**config.mk**
```make
export PLATFORM = sky130hd
export DESIGN_NAME = wat_core
export DESIGN_NICKNAME = d
export VERILOG_FILES = /design/src/rtl/wat_pkg.sv /design/src/rtl/wat_sync_edge.sv /design/src/rtl/wat_core.sv
export SDC_FILE = /design/constraint.sdc
export NUM_CORES = 1
export LEC_CHECK = 0
export ABC_AREA = 1
export BUFFER_PORTS_ARGS = -buffer_cell sky130_fd_sc_hd__buf_4
export CORE_MARGIN = 5
export CORE_UTILIZATION = 58
export DETAILED_ROUTE_END_ITERATION = 7
export PLACE_DENSITY_LB_ADDON = 0.25
export RECOVER_POWER = 50
export SYNTH_ARGS = -nofsm -noshare
export SYNTH_HDL_FRONTEND = slang
export SYNTH_SLANG_ARGS = --single-unit
```
**constraint.sdc**
```tcl
create_clock -name clk -period 2.3 [get_ports clk]
set_clock_uncertainty 0.15 [all_clocks]
set_input_delay 0.69 -clock clk [delete_from_list [all_inputs] [get_ports clk]]
set_output_delay 0.69 -clock clk [all_outputs]
set_load 0.01 [all_outputs]
```
**src/rtl/wat_pkg.sv**
```systemverilog
package wat_pkg;
	// ==========================================================
	// Register map
	localparam logic [31:0] WAT_BASE_ADDR      = 32'h0000_CC80;
	localparam logic [4:0]  WAT_OFS_CONTROL    = 5'h00;
	localparam logic [4:0]  WAT_OFS_SECONDS    = 5'h04;
	localparam logic [4:0]  WAT_OFS_COMPARE    = 5'h08;
	localparam logic [4:0]  WAT_OFS_PRESCALER  = 5'h0C;
	localparam logic [4:0]  WAT_OFS_FRACTION   = 5'h10;
	localparam logic [4:0]  WAT_OFS_SHORT_CTL  = 5'h14;
	localparam logic [4:0]  WAT_OFS_SHORT_CNT  = 5'h18;
	localparam logic [31:0] WAT_WINDOW_MASK    = 32'hFFFF_FFE0;

	// ==========================================================
	// Control fields
	localparam int          WAT_BIT_RUN        = 0;
	localparam int          WAT_BIT_GPO        = 5;
	localparam int          WAT_BIT_WAKE_EN    = 6;

	// ==========================================================
	// Widths and reset values
	localparam int          WAT_PRESC_W        = 15;
	localparam int          WAT_COUNT_W        = 28;
	localparam logic [14:0] WAT_PRESC_RESET    = 15'h0001;
	localparam logic [14:0] WAT_PRESC_ZERO     = 15'h0000;
	localparam logic [14:0] WAT_PRESC_WRAP     = 15'h7FFF;
	localparam logic [27:0] WAT_SECONDS_RESET  = 28'h000_0000;
	localparam logic [27:0] WAT_COMPARE_RESET  = 28'h0FF_FFFF;
	localparam logic [31:0] WAT_READ_ZERO      = 32'h0000_0000;

	// ==========================================================
	// Bus slave states
	typedef enum logic [1:0] {
		WAT_BUS_IDLE,
		WAT_BUS_READ,
		WAT_BUS_WRITE
	} wat_bus_state_t;
endpackage : wat_pkg

```
**src/rtl/wat_sync_edge.sv**
```systemverilog
`timescale 1ns/1ps
`default_nettype none
module wat_sync_edge
(
	// Clock and reset
	input  wire logic clk,
	input  wire logic arst_n,
	// Asynchronous level in
	input  wire logic async_in,
	// Synchronised level and rising-edge pulse
	output var  logic level_q,
	output var  logic rise_q
);
	logic meta_q;
	logic sync_q;

	// ==========================================================
	// Two-stage synchroniser; only sync_q is looked at
	always_ff @(posedge clk or negedge arst_n)
	begin
		if (!arst_n)
		begin
			meta_q  <= 1'b0;
			sync_q  <= 1'b0;
			level_q <= 1'b0;
			rise_q  <= 1'b0;
		end
		else
		begin
			meta_q  <= async_in;
			sync_q  <= meta_q;
			level_q <= sync_q;
			rise_q  <= sync_q & ~level_q;
		end
	end
endmodule // wat_sync_edge
`default_nettype wire

```
**src/rtl/wat_core.sv**
```systemverilog
// What this block does
// - Wake event output is gated by wake enable bit 6; disabling clears its pending state.
// - Wake enable also gates decoding of alarm wake events.
// - Control bit 5 drives the battery general-purpose output level directly.
// - Run enable bit 0 starts and stops seconds counter and prescaler.
// - Seconds counter holds while stopped and resumes from held value.
// - While stopped the prescaler is forced to zero, lowest-power state.
// - Seconds counter bits 27:0 increment once per second; reads return it.
// - Seconds writes may take up to one second to appear.
// - Seconds and compare accesses work whether running or stopped.
// - Counter at or above compare asserts alarm interrupt, and wake event while wake enable is set.
// - Prescaler register is read-only, bits 14:0 return the live value.
// - Registers decode at base address plus offsets 00h through 18h.
// - Prescaler counts slow clock, wrap from 7FFFh gives the one-second tick.
// - Writes take effect on the next bus clock edge, well within two slow clock cycles.
`timescale 1ns/1ps
`default_nettype none
module wat_core
	import wat_pkg::*;
#(
	parameter int          PRESC_W   = wat_pkg::WAT_PRESC_W,
	parameter int          COUNT_W   = wat_pkg::WAT_COUNT_W,
	parameter logic [31:0] BASE_ADDR = wat_pkg::WAT_BASE_ADDR
)
(
	// Clock and battery-rail reset
	input  wire logic        clk,
	input  wire logic        arst_n,
	// Controller internal bus
	input  wire logic [31:0] bus_addr,
	input  wire logic        bus_wr,
	input  wire logic        bus_rd,
	input  wire logic [31:0] bus_wdata,
	output var  logic [31:0] bus_rdata,
	output var  logic        bus_ack,
	// Slow crystal clock pin
	input  wire logic        slow_crystal_clock,
	// Block outputs
	output var  logic        alarm_irq,
	output var  logic        wake_event,
	output var  logic        battery_gp_output
);
	import wat_pkg::*;

	// ==========================================================
	// Elaboration checks
	if (PRESC_W != WAT_PRESC_W)
	begin : g_bad_presc
		$error("prescaler width must be 15");
	end
	if (COUNT_W != WAT_COUNT_W)
	begin : g_bad_count
		$error("seconds counter width must be 28");
	end
	// The decode compares whole words against the window, so the base must be window aligned
	if ((BASE_ADDR & ~WAT_WINDOW_MASK) != WAT_READ_ZERO)
	begin : g_bad_base
		$error("base address must be aligned to the register window");
	end

	// ==========================================================
	// Decode helpers
	function automatic logic in_window(input logic [31:0] a);
		in_window = ((a & WAT_WINDOW_MASK) == BASE_ADDR) && (a[4:0] <= WAT_OFS_SHORT_CNT)
			&& (a[1:0] == 2'b00);
	endfunction

	function automatic logic is_reg(input logic [31:0] a, input logic [4:0] ofs);
		is_reg = in_window(a) && (a[4:0] == ofs);
	endfunction

	// ==========================================================
	// State
	logic                 run_q;
	logic                 gpo_q;
	logic                 wake_en_q;
	logic [14:0]          presc_q;
	logic [27:0]          seconds_q;
	logic [27:0]          compare_q;
	logic                 wake_pend_q;
	wat_bus_state_t       bus_next;
	logic                 slow_rise;
	logic                 tick;
	logic                 alarm_hit;
	logic                 wr_ctl;
	logic                 wr_sec;
	logic                 wr_cmp;

	// ==========================================================
	// Read mux
	// reserved bits and unbuilt registers read zero
	function automatic logic [31:0] read_word(input logic [4:0] ofs);
		read_word = WAT_READ_ZERO;
		case (ofs)
			WAT_OFS_CONTROL:
			begin
				read_word[WAT_BIT_RUN]     = run_q;
				read_word[WAT_BIT_GPO]     = gpo_q;
				read_word[WAT_BIT_WAKE_EN] = wake_en_q;
			end
			WAT_OFS_SECONDS:
				read_word[COUNT_W-1:0] = seconds_q;
			WAT_OFS_COMPARE:
				read_word[COUNT_W-1:0] = compare_q;
			WAT_OFS_PRESCALER:
				read_word[PRESC_W-1:0] = presc_q;
			default:
				read_word = WAT_READ_ZERO;
		endcase
	endfunction

	// ==========================================================
	// Slow clock sampling
	wat_sync_edge u_slow
	(
		.clk      (clk),
		.arst_n   (arst_n),
		.async_in (slow_crystal_clock),
		.level_q  (),
		.rise_q   (slow_rise)
	);

	assign tick      = run_q && slow_rise && (presc_q == WAT_PRESC_WRAP);
	assign alarm_hit = (seconds_q >= compare_q);

	assign wr_ctl = bus_wr && is_reg(bus_addr, WAT_OFS_CONTROL);
	assign wr_sec = bus_wr && is_reg(bus_addr, WAT_OFS_SECONDS);
	assign wr_cmp = bus_wr && is_reg(bus_addr, WAT_OFS_COMPARE);

	// ==========================================================
	// Control register
	// battery reset only
	always_ff @(posedge clk or negedge arst_n)
	begin
		if (!arst_n)
		begin
			run_q     <= 1'b0;
			gpo_q     <= 1'b0;
			wake_en_q <= 1'b0;
		end
		// applied on the bus edge, well inside two slow cycles
		else if (wr_ctl)
		begin
			// only the three defined bits are stored
			run_q     <= bus_wdata[WAT_BIT_RUN];
			gpo_q     <= bus_wdata[WAT_BIT_GPO];
			wake_en_q <= bus_wdata[WAT_BIT_WAKE_EN];
		end
	end

	// ==========================================================
	// Prescaler
	always_ff @(posedge clk or negedge arst_n)
	begin
		if (!arst_n)
			presc_q <= WAT_PRESC_RESET;
		else if (!run_q)
			presc_q <= WAT_PRESC_ZERO;
		else if (slow_rise)
			presc_q <= presc_q + 15'h0001;
	end

	// ==========================================================
	// Seconds counter
	// A write in the same cycle as a tick wins; the tick is lost, not the write
	always_ff @(posedge clk or negedge arst_n)
	begin
		if (!arst_n)
			seconds_q <= WAT_SECONDS_RESET;
		// write accepted whether running or not
		else if (wr_sec)
			// visible at once, well within the allowed second
			seconds_q <= bus_wdata[27:0];
		else if (tick)
			seconds_q <= seconds_q + 28'h000_0001;
		// otherwise holds, so resume is from the held value
	end

	// ==========================================================
	// Compare register
	always_ff @(posedge clk or negedge arst_n)
	begin
		if (!arst_n)
			compare_q <= WAT_COMPARE_RESET;
		else if (wr_cmp)
			compare_q <= bus_wdata[27:0];
	end

	// ==========================================================
	// Outputs
	always_ff @(posedge clk or negedge arst_n)
	begin
		if (!arst_n)
			alarm_irq <= 1'b0;
		else
			alarm_irq <= alarm_hit;
	end

	always_ff @(posedge clk or negedge arst_n)
	begin
		if (!arst_n)
			wake_pend_q <= 1'b0;
		else if (!wake_en_q)
			wake_pend_q <= 1'b0;
		// decoded only while wake enable is set
		else if (alarm_hit)
			wake_pend_q <= 1'b1;
	end

	always_ff @(posedge clk or negedge arst_n)
	begin
		if (!arst_n)
			wake_event <= 1'b0;
		else
			wake_event <= wake_en_q && (wake_pend_q || alarm_hit);
	end

	always_ff @(posedge clk or negedge arst_n)
	begin
		if (!arst_n)
			battery_gp_output <= 1'b0;
		else
			battery_gp_output <= gpo_q;
	end

	// ==========================================================
	// Bus slave: one-cycle answer for any access inside the window
	// A read with a write in the same cycle is classed as a read; the write still lands
	always_comb
	begin
		bus_next = WAT_BUS_IDLE;
		case (1'b1)
			bus_rd && in_window(bus_addr):
				bus_next = WAT_BUS_READ;
			bus_wr && in_window(bus_addr):
				bus_next = WAT_BUS_WRITE;
			default:
				bus_next = WAT_BUS_IDLE;
		endcase
	end

	always_ff @(posedge clk or negedge arst_n)
	begin
		if (!arst_n)
			bus_ack <= 1'b0;
		else
			bus_ack <= (bus_next != WAT_BUS_IDLE);
	end

	// Read data stands only with the answer, so a stale word never lingers on the bus
	always_ff @(posedge clk or negedge arst_n)
	begin
		if (!arst_n)
			bus_rdata <= WAT_READ_ZERO;
		else if (bus_next == WAT_BUS_READ)
			bus_rdata <= read_word(bus_addr[4:0]);
		else
			bus_rdata <= WAT_READ_ZERO;
	end
endmodule // wat_core
`default_nettype wire

```
==> flow_summary.yaml, run 1 <==
clock_network:
  cts_tree: "built"
  clkSlewWorstSetupHoldPaths_ns: 0.07
  post-cts-setup-buffers: 0
  cts_resized: 0
  h_tree_depth: 3
  cts_buffer_depth: 2
  cts_buffers: 9
  clockRootBuffer: "clkbuf_16"
  clock-sinks: 111
  postCtsHoldBufs: 0
  clk_latency_ns: 0.36
placed_design:
  globalplace.congestion: 0.9392
  io_buffer_count: 96
  dp.final_hpwl_um: 13300
timing:
  final_period_utilization_pct: 93.79
  pin_slew_with_the_least_headroom_to_its_limit_ns: 0.9312
  maxSlewViolCount: 0
  setup_viol_count_final: 0
  post-route-min-period_ns: 2.157
  unrepaired_setup_endpoints_after_global_routing: "false"
  final_hold_viol_count: 0
  slew_headroom_pct: 37.92
  max_freq_mhz: 463.6
  tns_ns: 0
logic_synthesis:
  synthesis.instances: 913
  synthesis.area_um2: 6750
  synth_enable_flop_cells: 0
  cell_type_with_the_largest_total_area_after_synthesis: "dfrtp_1"
  async_set_or_reset_flop_fraction_in_the_synthesized_netlist_pct: 100.0
  yosys-top-cells-area: "dfrtp_1 32%, nand2_1 14%, dfstp_2 9.7%"
  post_synth_num_cell_types: 34
  top_cell_type_s_share_of_synthesized_area_pct: 31.88
  avgSynthCellArea_um2: 7.393
  yosysSeqAreaShare_pct: 41.61
  synth_top_flop_cell: "dfrtp_1"
  synth.yosys.warnings: 0
  synth.ff_latch_count: 111
worst_setup_path:
  critical_path.reg2reg.startpoint: "compare_q[23]"
  timing.setup.critical_path_class: "flip-flop to flip-flop"
  timing.critical_path.cells: "inv_1 > ha_1 > a21oi_1 > o21ai_0 > nand2_1 > nand2_1 > a21oi_1 > nand3_1 > nand2_1 > inv_1"
  arrival_ns: 2.26
  cpMostUsedCell: "nand2_1"
  critPathLaunch: "compare_q[23]"
  cpPeakStageDelay_ns: 0.54
  timing.critical_path.from_type: "flip-flop"
  critical_path.endpoint_type: "flip-flop"
  cp_top_family: "flip-flops"
  r2r_slack_ns: 0.14
  slowest_stage: "dfstp_2"
  timing.critical_path.buf_inv: 2
  crit_required_ns: 2.40
  path_max_fanout: 3
global_routing:
  initial_antenna_violation_count: 0
  grt_max_degree: 44
  grt.busiest_layer: "met2"
  first_pass_grt_wire_length_um: 29320
  met3_usage_pct: 4.805
  via_count_of_the_first_global_routing_pass: 5951
  grt.total_usage_pct: 25.61
  grt_remaining_overflow: 0
  globalRouteMet2Util_pct: 40.49
  groute.layer.met1.usage_pct: 36.55
route:
  via_count: 6220
  post_drt_via_cell_ratio: 5.344
  drt-initial-drc-count: 615
  total_routed_length_um: 17390
  drt-pass1-iter-count: 5
  drc_violations_left: 0
  ant_nets: 0
  wl_per_cell_um: 14.94
die:
  placeableCoreArea_um2: 11420
  chipWidth_um: 117.9
  core.rowCount: 39
  die_height_um: 117.9
  fp.dieArea_um2: 13900
  initial_core_util_pct: 59.12
  count_of_boundary_i_o_pins: 105
power:
  vdd_drop_max_mv: 0.5795
  power.leakage_nw: 3.800
  design_power_total_mw: 3.762
  power_density_nw_per_um2: 469.1
min_path:
  min-delay-start: "u_slow.meta_q"
  min_path_type: "flip-flop to flip-flop"
final_layout:
  drive_above_1_share_pct: 19.20
  syn2layout_area_growth_pct: 18.80
  antennaDiodeCount: 0
  number_of_nets_at_the_end_of_the_flow: 1115
  num-fill-cells: 1039
job:
  drv_cap: 0
outcome:
  status: "finished, final reports clean"
-- synth_stat cells (14+ instances only) --
cell type / number
a21oi_1: 47
buf_2: 14
dfrtp_1: 86
dfstp_2: 25
ha_1: 30
inv_1: 112
nand2_1: 254
nand3_1: 90
nor2_1: 104
o21ai_0: 27
o21ai_2: 20
xor2_1: 14
-- cells by family after synthesis --
family,count (synthesis),share of synthesized area (%)
and+or+nand+nor,490,31.14
buffers and inverters,152,9.657
AOI/OAI and AO/OA,113,9.898
DFF,111,41.61
adders and majority gates,30,5.561
xor gates and xnor gates,16,2.076
other,1,0.05555
-- worst register-to-register path, cell delays in order, from the launching register on --
cell and delay [ns]:
dfstp_2 0.54, inv_1 0.05, ha_1 0.30, a21oi_1 0.16, o21ai_0 0.12, nand2_1 0.07
nand2_1 0.10, a21oi_1 0.26, nand3_1 0.13, nand2_1 0.11, inv_1 0.05
-- path summary, 6_finish.rpt --
kind / to / cells after the start
worst max-delay path: wake_event / 10
worst min-delay path: u_slow.sync_q / 0
worst max register to register: wake_event / 10
worst min register to register: u_slow.sync_q / 0
max in group asynchronous: seconds_q[20] / 2
min in group asynchronous: seconds_q[0] / 1
-- registers in the layout, indices dropped and copies added, names as in the netlist --
name               count
bus_rdata             28
wake_event             1
presc_q               15
u_slow.level_q         1
run_q                  1
bus_ack                1
u_slow.sync_q          1
u_slow.meta_q          1
gpo_q                  1
wake_pend_q            1
wake_en_q              1
seconds_q             28
compare_q             28
u_slow.rise_q          1
alarm_irq              1
battery_gp_output      1
-- per-stage QoR --
step | instances | util, % | setup WS (ns) | cell area (um^2) | hold WS [ns]
after floorplan | 916 | - | 0.2895 | 6761 | 0.1812
after global placement | 1148 | 67.85 | 0.04997 | 7747 | 0.1917
after detailed placement | 1148 | 67.85 | -0.005044 | 7747 | 0.1847
after CTS | 1164 | 70.51 | 0.2442 | 8051 | 0.1489
after global routing | 1164 | 70.23 | 0.08112 | 8019 | 0.2113
final | 1164 | 70.23 | 0.1428 | 8019 | 0.2019
-- where the power goes --
part / total, mW / internal [mW] / switching [mW]
combinational: 0.196 / 0.0879 / 0.108
sequential: 1.96 / 1.96 / 0.00311
clock: 1.61 / 0.863 / 0.744
-- placed cells by master (no fill, tap or decap), types with 2 or more instances in the layout --
cell type	netlist	layout
nor2_1	104	104
dfrtp_1	86	86
o21ai_1	2	2
buf_12	0	7
nand2_2	2	2
nor2_2	4	4
clkbuf_16	0	9
o21ai_0	27	27
inv_1	112	112
xor2_1	14	14
xnor2_1	2	2
nand3_1	90	90
conb_1	1	4
dfstp_2	25	25
nand4_4	2	2
o21a_1	2	2
nor3_1	8	8
a21oi_1	47	47
nand4_1	12	12
o21ai_2	20	20
buf_4	7	107
clkbuf_1	4	5
nand3b_1	10	10
inv_6	0	2
nand2_1	254	254
o22ai_1	12	12
nand3_2	2	2
ha_1	30	30
inv_2	8	8
-- area by class of cell --
class / count / area (um^2) / share of cell area [%]
flip-flops and latches: 111 / 2809 / 35.03
well taps: 143 / 178.9 / 2.231
repair buffers: 121 / 975.9 / 12.17
multi-input cells: 653 / 3301 / 41.16
inverters: 120 / 450.4 / 5.617
clock buffers: 10 / 229.0 / 2.855
clock inverters: 6 / 75.07 / 0.9362
-- routing by layer --
| metal | wire, um | vias to the layer above |
|---|---|---|
| li1 | - | 3120 |
| met1 | 7912 | 2897 |
| met2 | 8236 | 178 |
| met3 | 995 | 25 |
| met4 | 242 | 0 |
| met5 | 0 | - |
Power figures use the tool's default switching activity.
==> run 2: changes to the inputs <==
--- a/config.mk
+++ b/config.mk
@@ -8,7 +8,7 @@
 export ABC_AREA = 1
 export BUFFER_PORTS_ARGS = -buffer_cell sky130_fd_sc_hd__buf_4
 export CORE_MARGIN = 5
-export CORE_UTILIZATION = 58
+export CORE_UTILIZATION = 45
 export DETAILED_ROUTE_END_ITERATION = 7
 export PLACE_DENSITY_LB_ADDON = 0.25
 export RECOVER_POWER = 50
==> run 2 against run 1 <==
Fmax grew 3.0%. Combinational power is essentially flat. First-iteration DRC count shrank 30%. Sequential power is essentially flat. Cell area grew 1.0%. Clock power is essentially flat. Register-to-register slack gained 0.06 ns. Sequential cell count is the same. Setup slack gained 0.063 ns. Sequential share of layout area shrank 0.35 points. Total power grew 0.72%. Critical path type unchanged. Critical endpoint is now seconds_q[18].
==> flow_summary.yaml, run 2 (same netlist as run 1, synthesis figures left out) <==
die:
  initial_core_util_pct: 46.10
  placeableCoreArea_um2: 14640
  core.rowCount: 44
  count_of_boundary_i_o_pins: 105
  chipWidth_um: 132.5
  fp.dieArea_um2: 17550
  die_height_um: 132.5
timing:
  slew_headroom_pct: 31.68
  post-route-min-period_ns: 2.094
  max_freq_mhz: 477.4
  unrepaired_setup_endpoints_after_global_routing: "false"
  final_hold_viol_count: 0
  final_period_utilization_pct: 91.06
  setup_viol_count_final: 0
  pin_slew_with_the_least_headroom_to_its_limit_ns: 1.025
  maxSlewViolCount: 0
clock_network:
  clockRootBuffer: "clkbuf_16"
  clkSlewWorstSetupHoldPaths_ns: 0.08
  cts_buffer_depth: 2
  cts_tree: "built"
  cts_resized: 0
  post-cts-setup-buffers: 0
  cts_buffers: 9
  clk_latency_ns: 0.36
  postCtsHoldBufs: 0
  h_tree_depth: 3
  clock-sinks: 111
min_path:
  min-delay-start: "u_slow.meta_q"
  min_path_type: "flip-flop to flip-flop"
route:
  drt-pass1-iter-count: 5
  ant_nets: 0
  total_routed_length_um: 17570
  post_drt_via_cell_ratio: 5.045
  via_count: 6114
  drc_violations_left: 0
  wl_per_cell_um: 14.50
  drt-initial-drc-count: 432
worst_setup_path:
  path_max_fanout: 13
  critPathLaunch: "presc_q[0]"
  cpPeakStageDelay_ns: 0.57
  critical_path.endpoint_type: "flip-flop"
  critical_path.reg2reg.startpoint: "presc_q[0]"
  arrival_ns: 2.24
  crit_required_ns: 2.45
  slowest_stage: "dfstp_2"
  timing.critical_path.buf_inv: 4
  timing.setup.critical_path_class: "flip-flop to flip-flop"
  timing.critical_path.from_type: "flip-flop"
  cp_top_family: "simple AND/OR/NAND/NOR gates"
  timing.critical_path.cells: "ha_1 > inv_1 > nor2_1 > nand2_1 > inv_2 > nand4_4 > inv_2 > buf_4 > nand3_1 > nand3_1"
final_layout:
  most-common-layout-cells: "254 x nand2_1, 116 x buf_4, 112 x inv_1, 104 x nor2_1, 90 x nand3_1"
  largest_registers: "bus_rdata (28), compare_q (28), seconds_q (28)"
  number_of_nets_at_the_end_of_the_flow: 1122
  drive_above_1_share_pct: 19.75
  num-fill-cells: 1442
  syn2layout_area_growth_pct: 20.00
  antennaDiodeCount: 0
  final_common_cell: "nand2_1"
  postLayoutCellArea_um2: 8100
  post_layout_nonfiller_instances: 1212
power:
  power.leakage_nw: 3.832
  power_density_nw_per_um2: 467.7
  vdd_drop_max_mv: 0.4186
global_routing:
  grt_max_degree: 77
  grt_remaining_overflow: 0
  via_count_of_the_first_global_routing_pass: 5768
  grt.total_usage_pct: 20.30
  initial_antenna_violation_count: 0
  first_pass_grt_wire_length_um: 28910
placed_design:
  dp.final_hpwl_um: 13630
  globalplace.congestion: 0.9164
  dpl-instance-area_um2: 7826
  io_buffer_count: 96
  numPlacedInstances: 1196
job:
  drv_cap: 0
outcome:
  status: "finished, final reports clean"
## run 2: cell types whose count changed in the layout (fill, tap and decap cells not counted), sizes merged
cell	previous run	this run
clkbuf	16	17
clkinvlp	1	0
clkinv	1	2
buf	115	121
## run 2: final cells by class
cell class	instances	area (um^2)	share of cell area, %
repair buffers	128	1006	12.42
clock inverters	6	75.07	0.9268
clock buffers	10	229.0	2.827
inverters	120	450.4	5.561
flip-flops and latches	111	2809	34.68
multi-input cells	653	3301	40.75
well taps	184	230.2	2.842
## run 2: report_power, final
group	internal [mW]	switching (mW)	leakage [nW]
registers	1.96	0.00302	1.45
clock network	0.866	0.769	0.151
logic	0.0871	0.108	2.23
## run 2: path summary, 6_finish.rpt
path,end,slack [ns],depth (start not counted)
max,seconds_q[18],0.21,10
min,u_slow.sync_q,0.19,0
max reg2reg,seconds_q[18],0.21,10
min reg2reg,u_slow.sync_q,0.19,0
max in group asynchronous,wake_event,0.82,2
min in group asynchronous,bus_ack,0.44,2
## run 2: per-stage QoR
stage          total power [mW]  utilization, %  hold slack, ns  worst slack (ns)  setup TNS, ns
4_1_cts                   3.835           55.52          0.1907            0.2150              0
5_1_grt                   3.924           55.31          0.1981           0.04813              0
3_5_place_dp              2.199           53.44          0.1847          -0.01474       -0.05569
3_3_place_gp              2.198           53.44          0.1852          0.009861              0
6_report                  3.789           55.31          0.1929            0.2055              0
2_1_floorplan             2.048               -          0.1812            0.2895              0
## run 2: layer usage
metal	up-vias	global-route usage (%)	share of wire, %
met5	-	0	0
met4	0	4.908	1.1
met3	10	3.721	4.6
met2	146	32.19	46
met1	2821	28.94	49
li1	3137	-	-
